### src/logic/isc_params.svh
// Offsets, field layouts, reset values and state codes of the status block
`ifndef ISC_PARAMS_SVH
`define ISC_PARAMS_SVH

`define ISC_OFS_STATE 16'h00CC
`define ISC_OFS_DIVIDER 16'h00CC
`define ISC_OFS_SOFT_RESET 16'h00CD

`define ISC_STATE_MSB 7
`define ISC_STATE_LSB 3
`define ISC_SCALAR_MSB 6
`define ISC_SCALAR_LSB 3
`define ISC_EXP_MSB 2
`define ISC_EXP_LSB 0

`define ISC_STATE_RESET 8'hF8
`define ISC_DIVIDER_RESET 7'h00

`define ISC_SCL_HALF_MULT 7'h05

`define ISC_C_BUS_ERROR 8'h00
`define ISC_C_START 8'h08
`define ISC_C_RESTART 8'h10
`define ISC_C_AW_ACK 8'h18
`define ISC_C_AW_NACK 8'h20
`define ISC_C_MTX_ACK 8'h28
`define ISC_C_MTX_NACK 8'h30
`define ISC_C_ARB_LOST 8'h38
`define ISC_C_AR_ACK 8'h40
`define ISC_C_AR_NACK 8'h48
`define ISC_C_MRX_ACK 8'h50
`define ISC_C_MRX_NACK 8'h58
`define ISC_C_SW_ACK 8'h60
`define ISC_C_SW_ARB 8'h68
`define ISC_C_GC_ACK 8'h70
`define ISC_C_GC_ARB 8'h78
`define ISC_C_SRX_ACK 8'h80
`define ISC_C_SRX_NACK 8'h88
`define ISC_C_GRX_ACK 8'h90
`define ISC_C_GRX_NACK 8'h98
`define ISC_C_SLV_STOP 8'hA0
`define ISC_C_SR_ACK 8'hA8
`define ISC_C_SR_ARB 8'hB0
`define ISC_C_STX_ACK 8'hB8
`define ISC_C_STX_NACK 8'hC0
`define ISC_C_STX_LAST 8'hC8
`define ISC_C_A2_ACK 8'hD0
`define ISC_C_A2_NACK 8'hD8
`define ISC_C_IDLE 8'hF8

`endif

### src/logic/isc_pkg.sv
// Types shared by the status, clock and reset block
package isc_pkg;
	typedef logic [7:0] isc_code_t;
	typedef enum logic [2:0] {
		ISC_RUN = 3'b001,
		ISC_ERR = 3'b010,
		ISC_RESTART = 3'b100
	} isc_err_e;
endpackage

### src/logic/isc_status_clock_reset.sv
// Status code, clock divider and software reset of the two-wire controller
`timescale 1ns/1ps
`include "isc_params.svh"

module isc_status_clock_reset
	import isc_pkg::*;
#(
	parameter int ADDR_W = 16
) (
	// Clock and reset
	input wire logic clk,
	input wire logic rst_n,
	// CPU I/O register port
	input wire logic [ADDR_W-1:0] io_addr,
	input wire logic io_wr,
	input wire logic io_rd,
	input wire logic [7:0] io_wdata,
	output logic [7:0] io_rdata_q,
	// Byte engine events
	input wire logic state_enter,
	input wire logic [7:0] state_enter_code,
	input wire logic bus_error,
	input wire logic master_mode,
	// Control register side
	input wire logic irq_clear,
	input wire logic halt_request,
	input wire logic begin_request,
	output logic irq_pending_q,
	output logic err_hold_q,
	output logic recover_start_q,
	output logic soft_reset_q,
	// Clock enables for the byte engine
	output logic samp_tick_q,
	output logic scl_rise_q,
	// Serial clock pin, open drain
	input wire logic scl_in,
	output logic scl_out_q,
	output logic scl_oe_n_q
);

	// Address compare needs at least the 8-bit offsets
	if (ADDR_W < 8 || ADDR_W > 32) begin : g_bad_addr_w
		$error("isc_status_clock_reset: ADDR_W must be 8 to 32");
	end

	isc_code_t state_q;
	logic [6:0] divider_q;
	isc_err_e err_q;
	logic sw_rst;
	logic hit_state;
	logic hit_reset;
	logic code_ok;
	logic [2:0] exponent;
	logic [3:0] scalar;
	logic [7:0] samp_span;
	logic [6:0] samp_lim;
	logic [6:0] samp_cnt_q;
	logic samp_tick;
	logic [6:0] half_lim;
	logic [6:0] half_cnt_q;
	logic scl_phase_q;
	logic scl_sync1_q;
	logic scl_sync2_q;
	logic drive_low;
	logic stalled;
	logic err_exit;
	logic [2:0] own_low_q;

	// Address decode
	always_comb begin
		hit_state = 1'b0;
		hit_reset = 1'b0;
		if (io_addr == ADDR_W'(`ISC_OFS_STATE)) begin
			hit_state = 1'b1;
		end else if (io_addr == ADDR_W'(`ISC_OFS_SOFT_RESET)) begin
			hit_reset = 1'b1;
		end
	end

	// Any value written clears the block next edge
	assign sw_rst = io_wr && hit_reset;

	always_ff @(posedge clk or negedge rst_n) begin
		if (!rst_n) begin
			soft_reset_q <= 1'b0;
		end else begin
			soft_reset_q <= sw_rst;
		end
	end

	// Only the defined codes may be shown; anything else is dropped
	always_comb begin
		case (state_enter_code)
			`ISC_C_START,
			`ISC_C_RESTART,
			`ISC_C_AW_ACK,
			`ISC_C_AW_NACK,
			`ISC_C_MTX_ACK,
			`ISC_C_MTX_NACK,
			`ISC_C_ARB_LOST: code_ok = 1'b1;
			`ISC_C_AR_ACK,
			`ISC_C_AR_NACK,
			`ISC_C_MRX_ACK,
			`ISC_C_MRX_NACK: code_ok = 1'b1;
			`ISC_C_SW_ACK,
			`ISC_C_SW_ARB,
			`ISC_C_GC_ACK,
			`ISC_C_GC_ARB: code_ok = 1'b1;
			`ISC_C_SRX_ACK,
			`ISC_C_SRX_NACK,
			`ISC_C_GRX_ACK,
			`ISC_C_GRX_NACK,
			`ISC_C_SLV_STOP: code_ok = 1'b1;
			`ISC_C_SR_ACK,
			`ISC_C_SR_ARB,
			`ISC_C_STX_ACK,
			`ISC_C_STX_NACK,
			`ISC_C_STX_LAST: code_ok = 1'b1;
			`ISC_C_A2_ACK,
			`ISC_C_A2_NACK: code_ok = 1'b1;
			default: code_ok = 1'b0;
		endcase
	end

	// Error exit needs the stop request with the flag clear
	assign err_exit = (err_q == ISC_ERR) && irq_clear && halt_request;

	// Bus error tracking and recovery
	always_ff @(posedge clk or negedge rst_n) begin
		if (!rst_n) begin
			err_q <= ISC_RUN;
		end else if (sw_rst) begin
			err_q <= ISC_RUN;
		end else begin
			case (err_q)
				ISC_RUN: begin
					if (bus_error) begin
						err_q <= ISC_ERR;
					end
				end
				ISC_ERR: begin
					if (bus_error) begin
						err_q <= ISC_ERR;
					end else if (err_exit && begin_request) begin
						err_q <= ISC_RESTART;
					end else if (err_exit) begin
						err_q <= ISC_RUN;
					end
				end
				ISC_RESTART: begin
					if (bus_error) begin
						err_q <= ISC_ERR;
					end else begin
						err_q <= ISC_RUN;
					end
				end
				default: begin
					err_q <= ISC_RUN;
				end
			endcase
		end
	end

	// Held through the error so the engine never sends a stop
	always_ff @(posedge clk or negedge rst_n) begin
		if (!rst_n) begin
			err_hold_q <= 1'b0;
		end else if (sw_rst) begin
			err_hold_q <= 1'b0;
		end else begin
			err_hold_q <= bus_error || (err_q == ISC_ERR && !err_exit);
		end
	end

	// Start issued after returning to idle
	always_ff @(posedge clk or negedge rst_n) begin
		if (!rst_n) begin
			recover_start_q <= 1'b0;
		end else if (sw_rst) begin
			recover_start_q <= 1'b0;
		end else begin
			recover_start_q <= (err_q == ISC_RESTART);
		end
	end

	// State code; a new event wins over a same-cycle clear
	always_ff @(posedge clk or negedge rst_n) begin
		if (!rst_n) begin
			state_q <= `ISC_STATE_RESET;
		end else if (sw_rst) begin
			state_q <= `ISC_STATE_RESET;
		end else if (bus_error) begin
			state_q <= `ISC_C_BUS_ERROR;
		end else if (state_enter && code_ok && err_q != ISC_ERR) begin
			state_q <= state_enter_code;
		end else if (irq_clear) begin
			state_q <= `ISC_C_IDLE;
		end
	end

	// Interrupt flag, never set by the idle code
	always_ff @(posedge clk or negedge rst_n) begin
		if (!rst_n) begin
			irq_pending_q <= 1'b0;
		end else if (sw_rst) begin
			irq_pending_q <= 1'b0;
		end else if (bus_error) begin
			irq_pending_q <= 1'b1;
		end else if (state_enter && code_ok && err_q != ISC_ERR) begin
			irq_pending_q <= 1'b1;
		end else if (irq_clear) begin
			irq_pending_q <= 1'b0;
		end
	end

	// Divider write-only, bit 7 dropped
	always_ff @(posedge clk or negedge rst_n) begin
		if (!rst_n) begin
			divider_q <= `ISC_DIVIDER_RESET;
		end else if (sw_rst) begin
			divider_q <= `ISC_DIVIDER_RESET;
		end else if (io_wr && hit_state) begin
			divider_q <= io_wdata[6:0];
		end
	end

	assign scalar = divider_q[`ISC_SCALAR_MSB:`ISC_SCALAR_LSB];
	assign exponent = divider_q[`ISC_EXP_MSB:`ISC_EXP_LSB];

	// Read data; only the state register answers, bits 2:0 forced low
	always_ff @(posedge clk or negedge rst_n) begin
		if (!rst_n) begin
			io_rdata_q <= 8'h00;
		end else if (io_rd && hit_state) begin
			io_rdata_q <= {state_q[`ISC_STATE_MSB:`ISC_STATE_LSB], 3'h0};
		end else begin
			io_rdata_q <= 8'h00;
		end
	end

	// Sample prescaler: 2^N clocks per tick
	assign samp_span = 8'h01 << exponent;
	assign samp_lim = 7'(samp_span - 8'h01);
	// Compare by range so a smaller exponent written mid-count never wraps
	assign samp_tick = (samp_cnt_q >= samp_lim);

	always_ff @(posedge clk or negedge rst_n) begin
		if (!rst_n) begin
			samp_cnt_q <= 7'h00;
		end else if (sw_rst || samp_tick) begin
			samp_cnt_q <= 7'h00;
		end else begin
			samp_cnt_q <= samp_cnt_q + 7'h01;
		end
	end

	always_ff @(posedge clk or negedge rst_n) begin
		if (!rst_n) begin
			samp_tick_q <= 1'b0;
		end else begin
			samp_tick_q <= samp_tick && !sw_rst;
		end
	end

	// Serial clock line sampled before use
	always_ff @(posedge clk or negedge rst_n) begin
		if (!rst_n) begin
			scl_sync1_q <= 1'b1;
			scl_sync2_q <= 1'b1;
		end else begin
			scl_sync1_q <= scl_in;
			scl_sync2_q <= scl_sync1_q;
		end
	end

	// Half period of 5*(M+1) sample ticks gives 10*(M+1) per full period
	assign half_lim = 7'(`ISC_SCL_HALF_MULT * (7'(scalar) + 7'h01) - 7'h01);

	// Own drive delayed like the pin path and synchroniser, so our own
	// release is never taken for a stretch and the period stays exact
	always_ff @(posedge clk or negedge rst_n) begin
		if (!rst_n) begin
			own_low_q <= 3'h0;
		end else begin
			own_low_q <= {own_low_q[1:0], drive_low};
		end
	end

	// Another device stretching the low phase stalls our count
	assign stalled = scl_phase_q && !scl_sync2_q && !own_low_q[2];

	always_ff @(posedge clk or negedge rst_n) begin
		if (!rst_n) begin
			half_cnt_q <= 7'h00;
			scl_phase_q <= 1'b1;
		end else if (sw_rst || !master_mode || irq_pending_q) begin
			half_cnt_q <= 7'h00;
			scl_phase_q <= 1'b1;
		end else if (samp_tick && !stalled) begin
			if (half_cnt_q >= half_lim) begin
				half_cnt_q <= 7'h00;
				scl_phase_q <= !scl_phase_q;
			end else begin
				half_cnt_q <= half_cnt_q + 7'h01;
			end
		end
	end

	always_ff @(posedge clk or negedge rst_n) begin
		if (!rst_n) begin
			scl_rise_q <= 1'b0;
		end else begin
			scl_rise_q <= master_mode && !irq_pending_q && !sw_rst
				&& samp_tick && !stalled && !scl_phase_q
				&& half_cnt_q >= half_lim;
		end
	end

	// Stretch the low phase while the flag is pending
	assign drive_low = irq_pending_q || (master_mode && !scl_phase_q);

	always_ff @(posedge clk or negedge rst_n) begin
		if (!rst_n) begin
			scl_oe_n_q <= 1'b1;
			scl_out_q <= 1'b0;
		end else begin
			scl_oe_n_q <= !drive_low;
			scl_out_q <= 1'b0;
		end
	end

endmodule
### config.mk
export PLATFORM = sky130hd
export DESIGN_NAME = isc_status_clock_reset
export DESIGN_NICKNAME = d
export VERILOG_FILES = /design/src/logic/isc_pkg.sv /design/src/logic/isc_status_clock_reset.sv
export VERILOG_INCLUDE_DIRS = /design/src /design/src/logic
export SDC_FILE = /design/constraint.sdc
export NUM_CORES = 1
export LEC_CHECK = 0
export ABC_AREA = 1
export ABC_CLOCK_PERIOD_IN_PS = 4800
export BUFFER_PORTS_ARGS = -buffer_cell sky130_fd_sc_hd__buf_2
export CAP_MARGIN = 0
export CELL_PAD_IN_SITES_DETAIL_PLACEMENT = 1
export CELL_PAD_IN_SITES_GLOBAL_PLACEMENT = 1
export CORE_ASPECT_RATIO = 0.9
export CORE_MARGIN = 1
export CORE_UTILIZATION = 42
export CTS_BUF_LIST = sky130_fd_sc_hd__clkbuf_8
export DETAILED_ROUTE_END_ITERATION = 10
export GPL_TIMING_DRIVEN = 0
export PLACE_DENSITY = 0.89
export SLEW_MARGIN = 20
export SYNTH_ARGS = -nofsm -noshare
export SYNTH_HDL_FRONTEND = slang
export SYNTH_SLANG_ARGS = --single-unit
### constraint.sdc
create_clock -name clk -period 4.8 [get_ports clk]
set_clock_uncertainty 0.1 [all_clocks]
set_input_delay 0.72 -clock clk [delete_from_list [all_inputs] [get_ports clk]]
set_output_delay 0.72 -clock clk [all_outputs]
set_load 0.05 [all_outputs]
==> results by group, run 1 <==
GRT
  – Number of global-route vias before repair: 2,865
  – Antenna violations before repair: 0
  – First-pass GRT wire length: 12,900 µm
  – Largest net degree at the start of global routing: 48
  – Total GRT Usage: 0.217
  – Grt ovf: 0

Placement
  – HPWL after DPL: 5860 µm
  – Placed insts: 522
  – GPL Wtd Cong: 0.770
  – Port buffer count: 53
  – Placed cell area: 0.00342 mm²

Timing
  – RSZ-0062 raised after global routing: no
  – Hold Vio Cnt, Final: 0
  – Worst-margin pin slew: 0.595 ns
  – Crit share post-route: 0.807
  – Slew headroom: 0.603
  – Setup-failing EPs final: 0
  – Setup TNS: 0 ns
  – Slew Viols, Final: 0
  – Min cycle time layout: around 3.9 ns
  – Fmax: ~260 MHz

Setup path
  – CP Capture Type: flip-flop
  – Kind of critical path: reg2reg
  – Worst EP arrival: 4.04 ns
  – Startpoint type of the worst setup path: flip-flop
  – R2R cell count: 23
  – Worst r2r dst: scl_phase_q
  – Crit path max fanout: 6
  – FF-to-FF Start: divider_q[3]
  – Worst EP required: 4.97 ns
  – Worst reg2reg setup slack: 0.93 ns

Yosys
  – Main combinational cell family by area after synthesis: simple AND/OR/NAND/NOR gates
  – Synth Instances: 376
  – Complex-gate fraction of the synthesized area: 0.0459
  – Synthesis Warnings: 0
  – Post-Synth Adder-Cell Area: 0.106
  – Area share of and/or/nand/nor cells after synthesis: 0.313
  – Post-Synthesis Cell Area: 0.00303 mm²
  – Post-synthesis sequential area ratio: 0.393
  – Post-synthesis xor/xnor area fraction: 0.0492
  – Number of synthesized register bits: 47
  – Mux share of post-synthesis cell area: 0
  – Unique masters post-synth: 36
  – Mean Syn Cell Area: 8.05 µm²

Drt
  – Vias: 2,676
  – Drt drc: 0
  – Routed vias/inst: 5.05
  – Initial DRC Count: 56
  – DR pass1 iterations: 4
  – Final wirelength: 7290 µm
  – Post-DRT Antenna Nets: 0
  – DR WL/cell: around 14 µm

Floorplan
  – Core area: between 0.006 and 0.007 mm²
  – Die width: 91.5 µm
  – Number of I/O pins: 59
  – Die Y: 82.5 µm
  – Die outline area: 0.00755 mm²
  – Initial Util: 0.448
  – Row count: 28

Run status
  – Status: completed

Finish
  – Fillers: 873
  – Multi-input logic area: about 0.0016 mm²
  – Nets: 507
  – Layout cell share with drive strength beyond 1: 0.230
  – Finished Layout Cells: 530
  – Sequential cell area: 0.00119 mm²
  – Design Area, Final: about 0.0035 mm²
  – Antenna Diode Count: 0
  – Layout area overhead: 16.1%

Min path
  – Hold Crit Start: own_low_q[1]
  – Hold Path Class: reg2reg
  – Cell count of the worst hold path: 0
  – Endpoint, Worst Hold: own_low_q[2]

Clocking
  – PostCTS Resize Cnt: 0
  – Clock latency on the worst-skew pair: 0.32 ns
  – CTS Buf Count: 5
  – Post-CTS Repair Setup Buffers: 0
  – Hold Buf Count CTS: 0
  – TritonCTS clock tree: done
  – H-tree depth: 2
  – Clk root buf: clkbuf_8
  – CTS sink count: 47
  – Clk slew on worst S/H paths: 0.10 ns
  – CTS Buffer Depth: 2

Power and ir drop
  – Lkg Pwr: 1.95 nW
  – Pwr dens: around 240 mW/mm²
  – Final Total Pwr: approximately 850 µW
  – Worst IR drop on VDD: ~0.00019 V

Run
  – Max_cap viols: 0
==> placed cells by master, fill, tap and decap left out, types with 10 or more instances in the layout <==
cell type | synthesis | final
a21oi_1 | 10 | 10
buf_2 | 0 | 52
dfrtp_1 | 37 | 37
dfstp_2 | 10 | 10
ha_1 | 24 | 24
inv_1 | 52 | 52
nand2_1 | 88 | 88
nand3_1 | 29 | 29
nand4_1 | 19 | 19
nor2_1 | 26 | 26
xor2_1 | 13 | 13
==> through the flow <==
stage	setup WS, ns	util	hold slack (ns)
2_1_floorplan	1.38	-	0.231
3_3_place_gp	0.997	0.505	0.231
3_5_place_dp	0.896	0.505	0.236
4_1_cts	0.878	0.519	0.260
5_1_grt	0.564	0.520	0.266
6_report	0.927	0.520	0.259
==> flip-flops by register name, indices dropped and copies added (netlist names), 3 cells and up <==
register,flops
err_q,3
state_q,5
own_low_q,3
samp_cnt_q,7
half_cnt_q,7
divider_q,7
io_rdata_q,5
==> worst max-delay path by stage <==
| stage | startpoint | to |
|---|---|---|
| after CTS | divider_q[3] | scl_phase_q |
| after global routing | divider_q[3] | scl_phase_q |
| after floorplan | divider_q[3] | scl_phase_q |
| after detailed placement | divider_q[3] | scl_phase_q |
| final | divider_q[3] | scl_phase_q |
| after global placement | divider_q[3] | scl_phase_q |
==> metal layers <==
| layer | GRT usage | routed length, µm | part of all wire | vias to the layer above |
|---|---|---|---|---|
| met5 | 0 | 0 | 0 | - |
| met4 | 0.0857 | 119 | 0.016 | 0 |
| met3 | 0.0330 | 198 | 0.027 | 11 |
| met2 | 0.418 | 3790 | 0.52 | 44 |
| met1 | 0.243 | 3180 | 0.44 | 1290 |
| li1 | - | - | - | 1331 |
==> Yosys cell counts (all sizes together) <==
cell type / instances / area, µm²
nand2: 93 / 377
inv: 57 / 219
dfrtp: 37 / 926
nand3: 34 / 203
nor2: 30 / 128
ha: 24 / 300
nand4: 19 / 119
o21ai: 13 / 65.1
xor2: 13 / 114
a21oi: 11 / 58.8
nor3: 11 / 65.1
dfstp: 10 / 263
buf: 7 / 56.3
nand3b: 4 / 30.0
xnor2: 4 / 35.0
or2: 2 / 12.5
a21o: 1 / 7.51
clkbuf: 1 / 3.75
conb: 1 / 3.75
fa: 1 / 20.0
nor3b: 1 / 7.51
o211ai: 1 / 7.51
or3: 1 / 6.26
==> cell type report <==
type	instances	area share
multi-input cells	267	0.447
clock buffers	5	0.0196
flip-flops and latches	47	0.338
inverters	57	0.0623
plain buffers	8	0.0171
clock inverters	3	0.00783
repair buffers	53	0.0762
well taps	90	0.0320
==> report_power, final <==
| group | switching, mW | internal, mW | leakage, nW | total [mW] |
|---|---|---|---|---|
| Clock | 0.154 | 0.108 | 0.0467 | 0.262 |
| Sequential | 0.0114 | 0.426 | 0.600 | 0.437 |
| Combinational | 0.102 | 0.0522 | 1.31 | 0.154 |
==> critical path, cell delays in order, from the launching register on <==
cell,delay [ns]
dfrtp_1,0.43
buf_4,0.18
inv_1,0.06
ha_1,0.33
inv_1,0.07
fa_1,0.53
inv_1,0.04
ha_1,0.32
nand2_1,0.08
inv_1,0.05
nand4_1,0.07
o211ai_1,0.13
inv_1,0.07
nand2_1,0.07
nand2_1,0.05
ha_1,0.31
a21o_1,0.19
nor2_1,0.09
nand3_1,0.20
inv_1,0.19
nand2_1,0.09
nand2_1,0.07
nand2_1,0.04
nand2_1,0.05
==> cells by family after synthesis <==
kind of cell,after synthesis
AND/OR/NAND/NOR,195
buffers and inverters,65
flip-flops,47
AO/OA/AOI/OAI,26
adder cells (fa/ha/maj),25
XOR/XNOR,17
other,1
No activity file was read; power rests on OpenSTA's default activity.
==> run 2, diff against run 1 <==
Settings changed: ABC_CLOCK_PERIOD_IN_PS 4800 to 3500, CORE_UTILIZATION 42 to 38, PLACE_DENSITY 0.89 to 0.85.
Clock period 4.8 ns to 3.5 ns, I/O delays scaled along.
==> run 2 against run 1 <==
Compared with the run above: non-clock buffer count rose by 7; critical path depth is 2 lower; clock-buffer cell count did not move; critical endpoint is now half_cnt_q[5]; highest routed layer unchanged.
==> results by group, run 2 (synthesis gave the netlist of run 1 again) <==
Run
  – Max_cap viols: 0

Finish
  – Sequential cell area: around 0.0012 mm²
  – Regs by FF count: divider_q x7, half_cnt_q x7, samp_cnt_q x7
  – Design Area, Final: between 0.003 and 0.004 mm²
  – Commonest non-fill, non-tap cell in the layout: nand2_1
  – Nets: 514
  – Antenna Diode Count: 0
  – Finished Layout Cells: 543
  – Most frequent cells in the layout: nand2_1 (83), buf_2 (52), inv_1 (48)
  – Fillers: around 950
  – Multi-input logic area: 0.00169 mm²
  – Layout area overhead: 22.6%
  – Layout cell share with drive strength beyond 1: 0.291
  – Final core utilization: 0.487

Setup path
  – Crit path top cell by count: ha_4
  – Worst EP arrival: 3.60 ns
  – CP top delay family: adder cells
  – Kind of critical path: reg2reg
  – Crit-path cells: buf_6 -> ha_4 -> xor2_4 -> fa_1 -> inv_2 -> ha_4 -> nand2_4 -> inv_2 -> nand4_1 -> o211ai_1 -> inv_1 -> nand2_1 -> nand2_2 -> ha_4 -> a21o_1 -> nor2_2 -> nand3_4 -> inv_4 -> buf_4 -> nand4_1 -> nand2_1
  – Crit path max fanout: 5
  – Biggest cell delay along the critical path: between 0.5 and 0.6 ns
  – CP Capture Type: flip-flop
  – Crit-path slowest cell: fa_1
  – Worst EP required: 3.66 ns
  – Startpoint type of the worst setup path: flip-flop
  – Bufs and invs on worst path: 6

Drt
  – Final wirelength: roughly 7400 µm
  – DR WL/cell: between 10 and 15 µm
  – Drt drc: 0
  – DR pass1 iterations: 4
  – Initial DRC Count: 61
  – Vias: around 2,700
  – Routed vias/inst: 4.96
  – Post-DRT Antenna Nets: 0

Clocking
  – CTS Buffer Depth: 2
  – CTS Buf Count: 5
  – H-tree depth: 2
  – Clk root buf: clkbuf_8
  – Clk slew on worst S/H paths: 0.10 ns
  – CTS sink count: between 40 and 50
  – TritonCTS clock tree: done
  – Hold Buf Count CTS: 0
  – Clock latency on the worst-skew pair: about 0.31 ns

Power and ir drop
  – Pwr dens: 313 mW/mm²
  – Lkg Pwr: about 2.0 nW
  – Worst IR drop on VDD: 0.000247 V

GRT
  – Number of global-route vias before repair: 2,813
  – Grt ovf: 0
  – Antenna violations before repair: 0
  – Total GRT Usage: 0.195
  – Largest net degree at the start of global routing: 48
  – First-pass GRT wire length: between 10,000 and 15,000 µm

Run status
  – Status: completed

Timing
  – Crit share post-route: 0.983
  – Worst-margin pin slew: 0.601 ns
  – Setup-failing EPs final: 0
  – RSZ-0062 raised after global routing: yes
  – Slew headroom: 0.599
  – Slew Viols, Final: 0
  – Hold Vio Cnt, Final: 0
  – Setup TNS: 0 ns
  – Min cycle time layout: 3.44 ns
  – Fmax: 291 MHz

Floorplan
  – Row count: 30
  – Core area: approximately 0.0076 mm²
  – Number of I/O pins: 59
  – Die outline area: 0.00833 mm²
  – Initial Util: 0.397
  – Die width: approximately 96 µm
  – Die Y: about 87 µm

Placement
  – HPWL after DPL: about 5600 µm
  – Port buffer count: 53
  – GPL Wtd Cong: ~0.82
  – Placed insts: 528
  – Placed cell area: 0.00342 mm²

Min path
  – Hold Path Class: in2async
## run 2: cell types whose count changed in the layout (fill, tap and decap cells not counted), sizes merged
cell | before | now
clkinvlp | 1 | 0
buf | 60 | 67
clkinv | 0 | 1
## run 2: worst register-to-register path: cells and delay by family (launching register included)
kind | cells | cell delay, ns
DFF | 1 | 0.41
xor gates and xnor gates | 1 | 0.16
buffers and inverters | 6 | 0.48
AOI/OAI and AO/OA | 2 | 0.29
adders and majority gates | 4 | 1.26
and+or+nand+nor | 8 | 0.68
## run 2: power breakdown
part	switching (mW)	total [mW]	internal, mW
logic	0.139	0.211	0.0722
registers	0.0150	0.599	0.584
clock network	0.206	0.353	0.147
total	0.360	1.16	0.803
## run 2: layout make-up
class / instances / share of cell area
plain buffers: 8 / 0.0172
flip-flops and latches: 47 / 0.321
multi-input cells: 267 / 0.456
well taps: 96 / 0.0324
inverters: 57 / 0.0597
repair buffers: 60 / 0.0884
clock inverters: 3 / 0.00708
clock buffers: 5 / 0.0185
## run 2: metal layers
metal,global-route usage,wire length (µm)
met1,0.236,3300
met2,0.346,3730
met3,0.0377,247
met4,0.0583,95
met5,0,0
## run 2: what timing repair did
item,in CTS,in global routing
pin swaps,5,14
endpoints found under the setup margin,9,9
setup buffers,2,5
gates resized for setup,13,17
## run 2: final timing paths
check	from	end	slack (ns)	cells after the start
max	divider_q[3]	half_cnt_q[5]	0.06	21
max reg2reg	divider_q[3]	half_cnt_q[5]	0.06	21
min reg2reg	own_low_q[0]	own_low_q[1]	0.26	0
min in group clk	scl_in	scl_sync1_q	0.20	1
min	rst_n	io_rdata_q[6]	0.10	1
max in group asynchronous	rst_n	divider_q[4]	2.74	1
## run 2: per-stage QoR
stage	total power [mW]	setup slack (ns)	hold slack (ns)
6_report	1.16	0.0582	0.104
5_1_grt	1.23	-0.148	0.145
4_1_cts	1.18	0.0000371	0.190
3_5_place_dp	0.818	-0.422	0.242
3_3_place_gp	0.805	-0.291	0.234
2_1_floorplan	0.745	0.0792	0.129
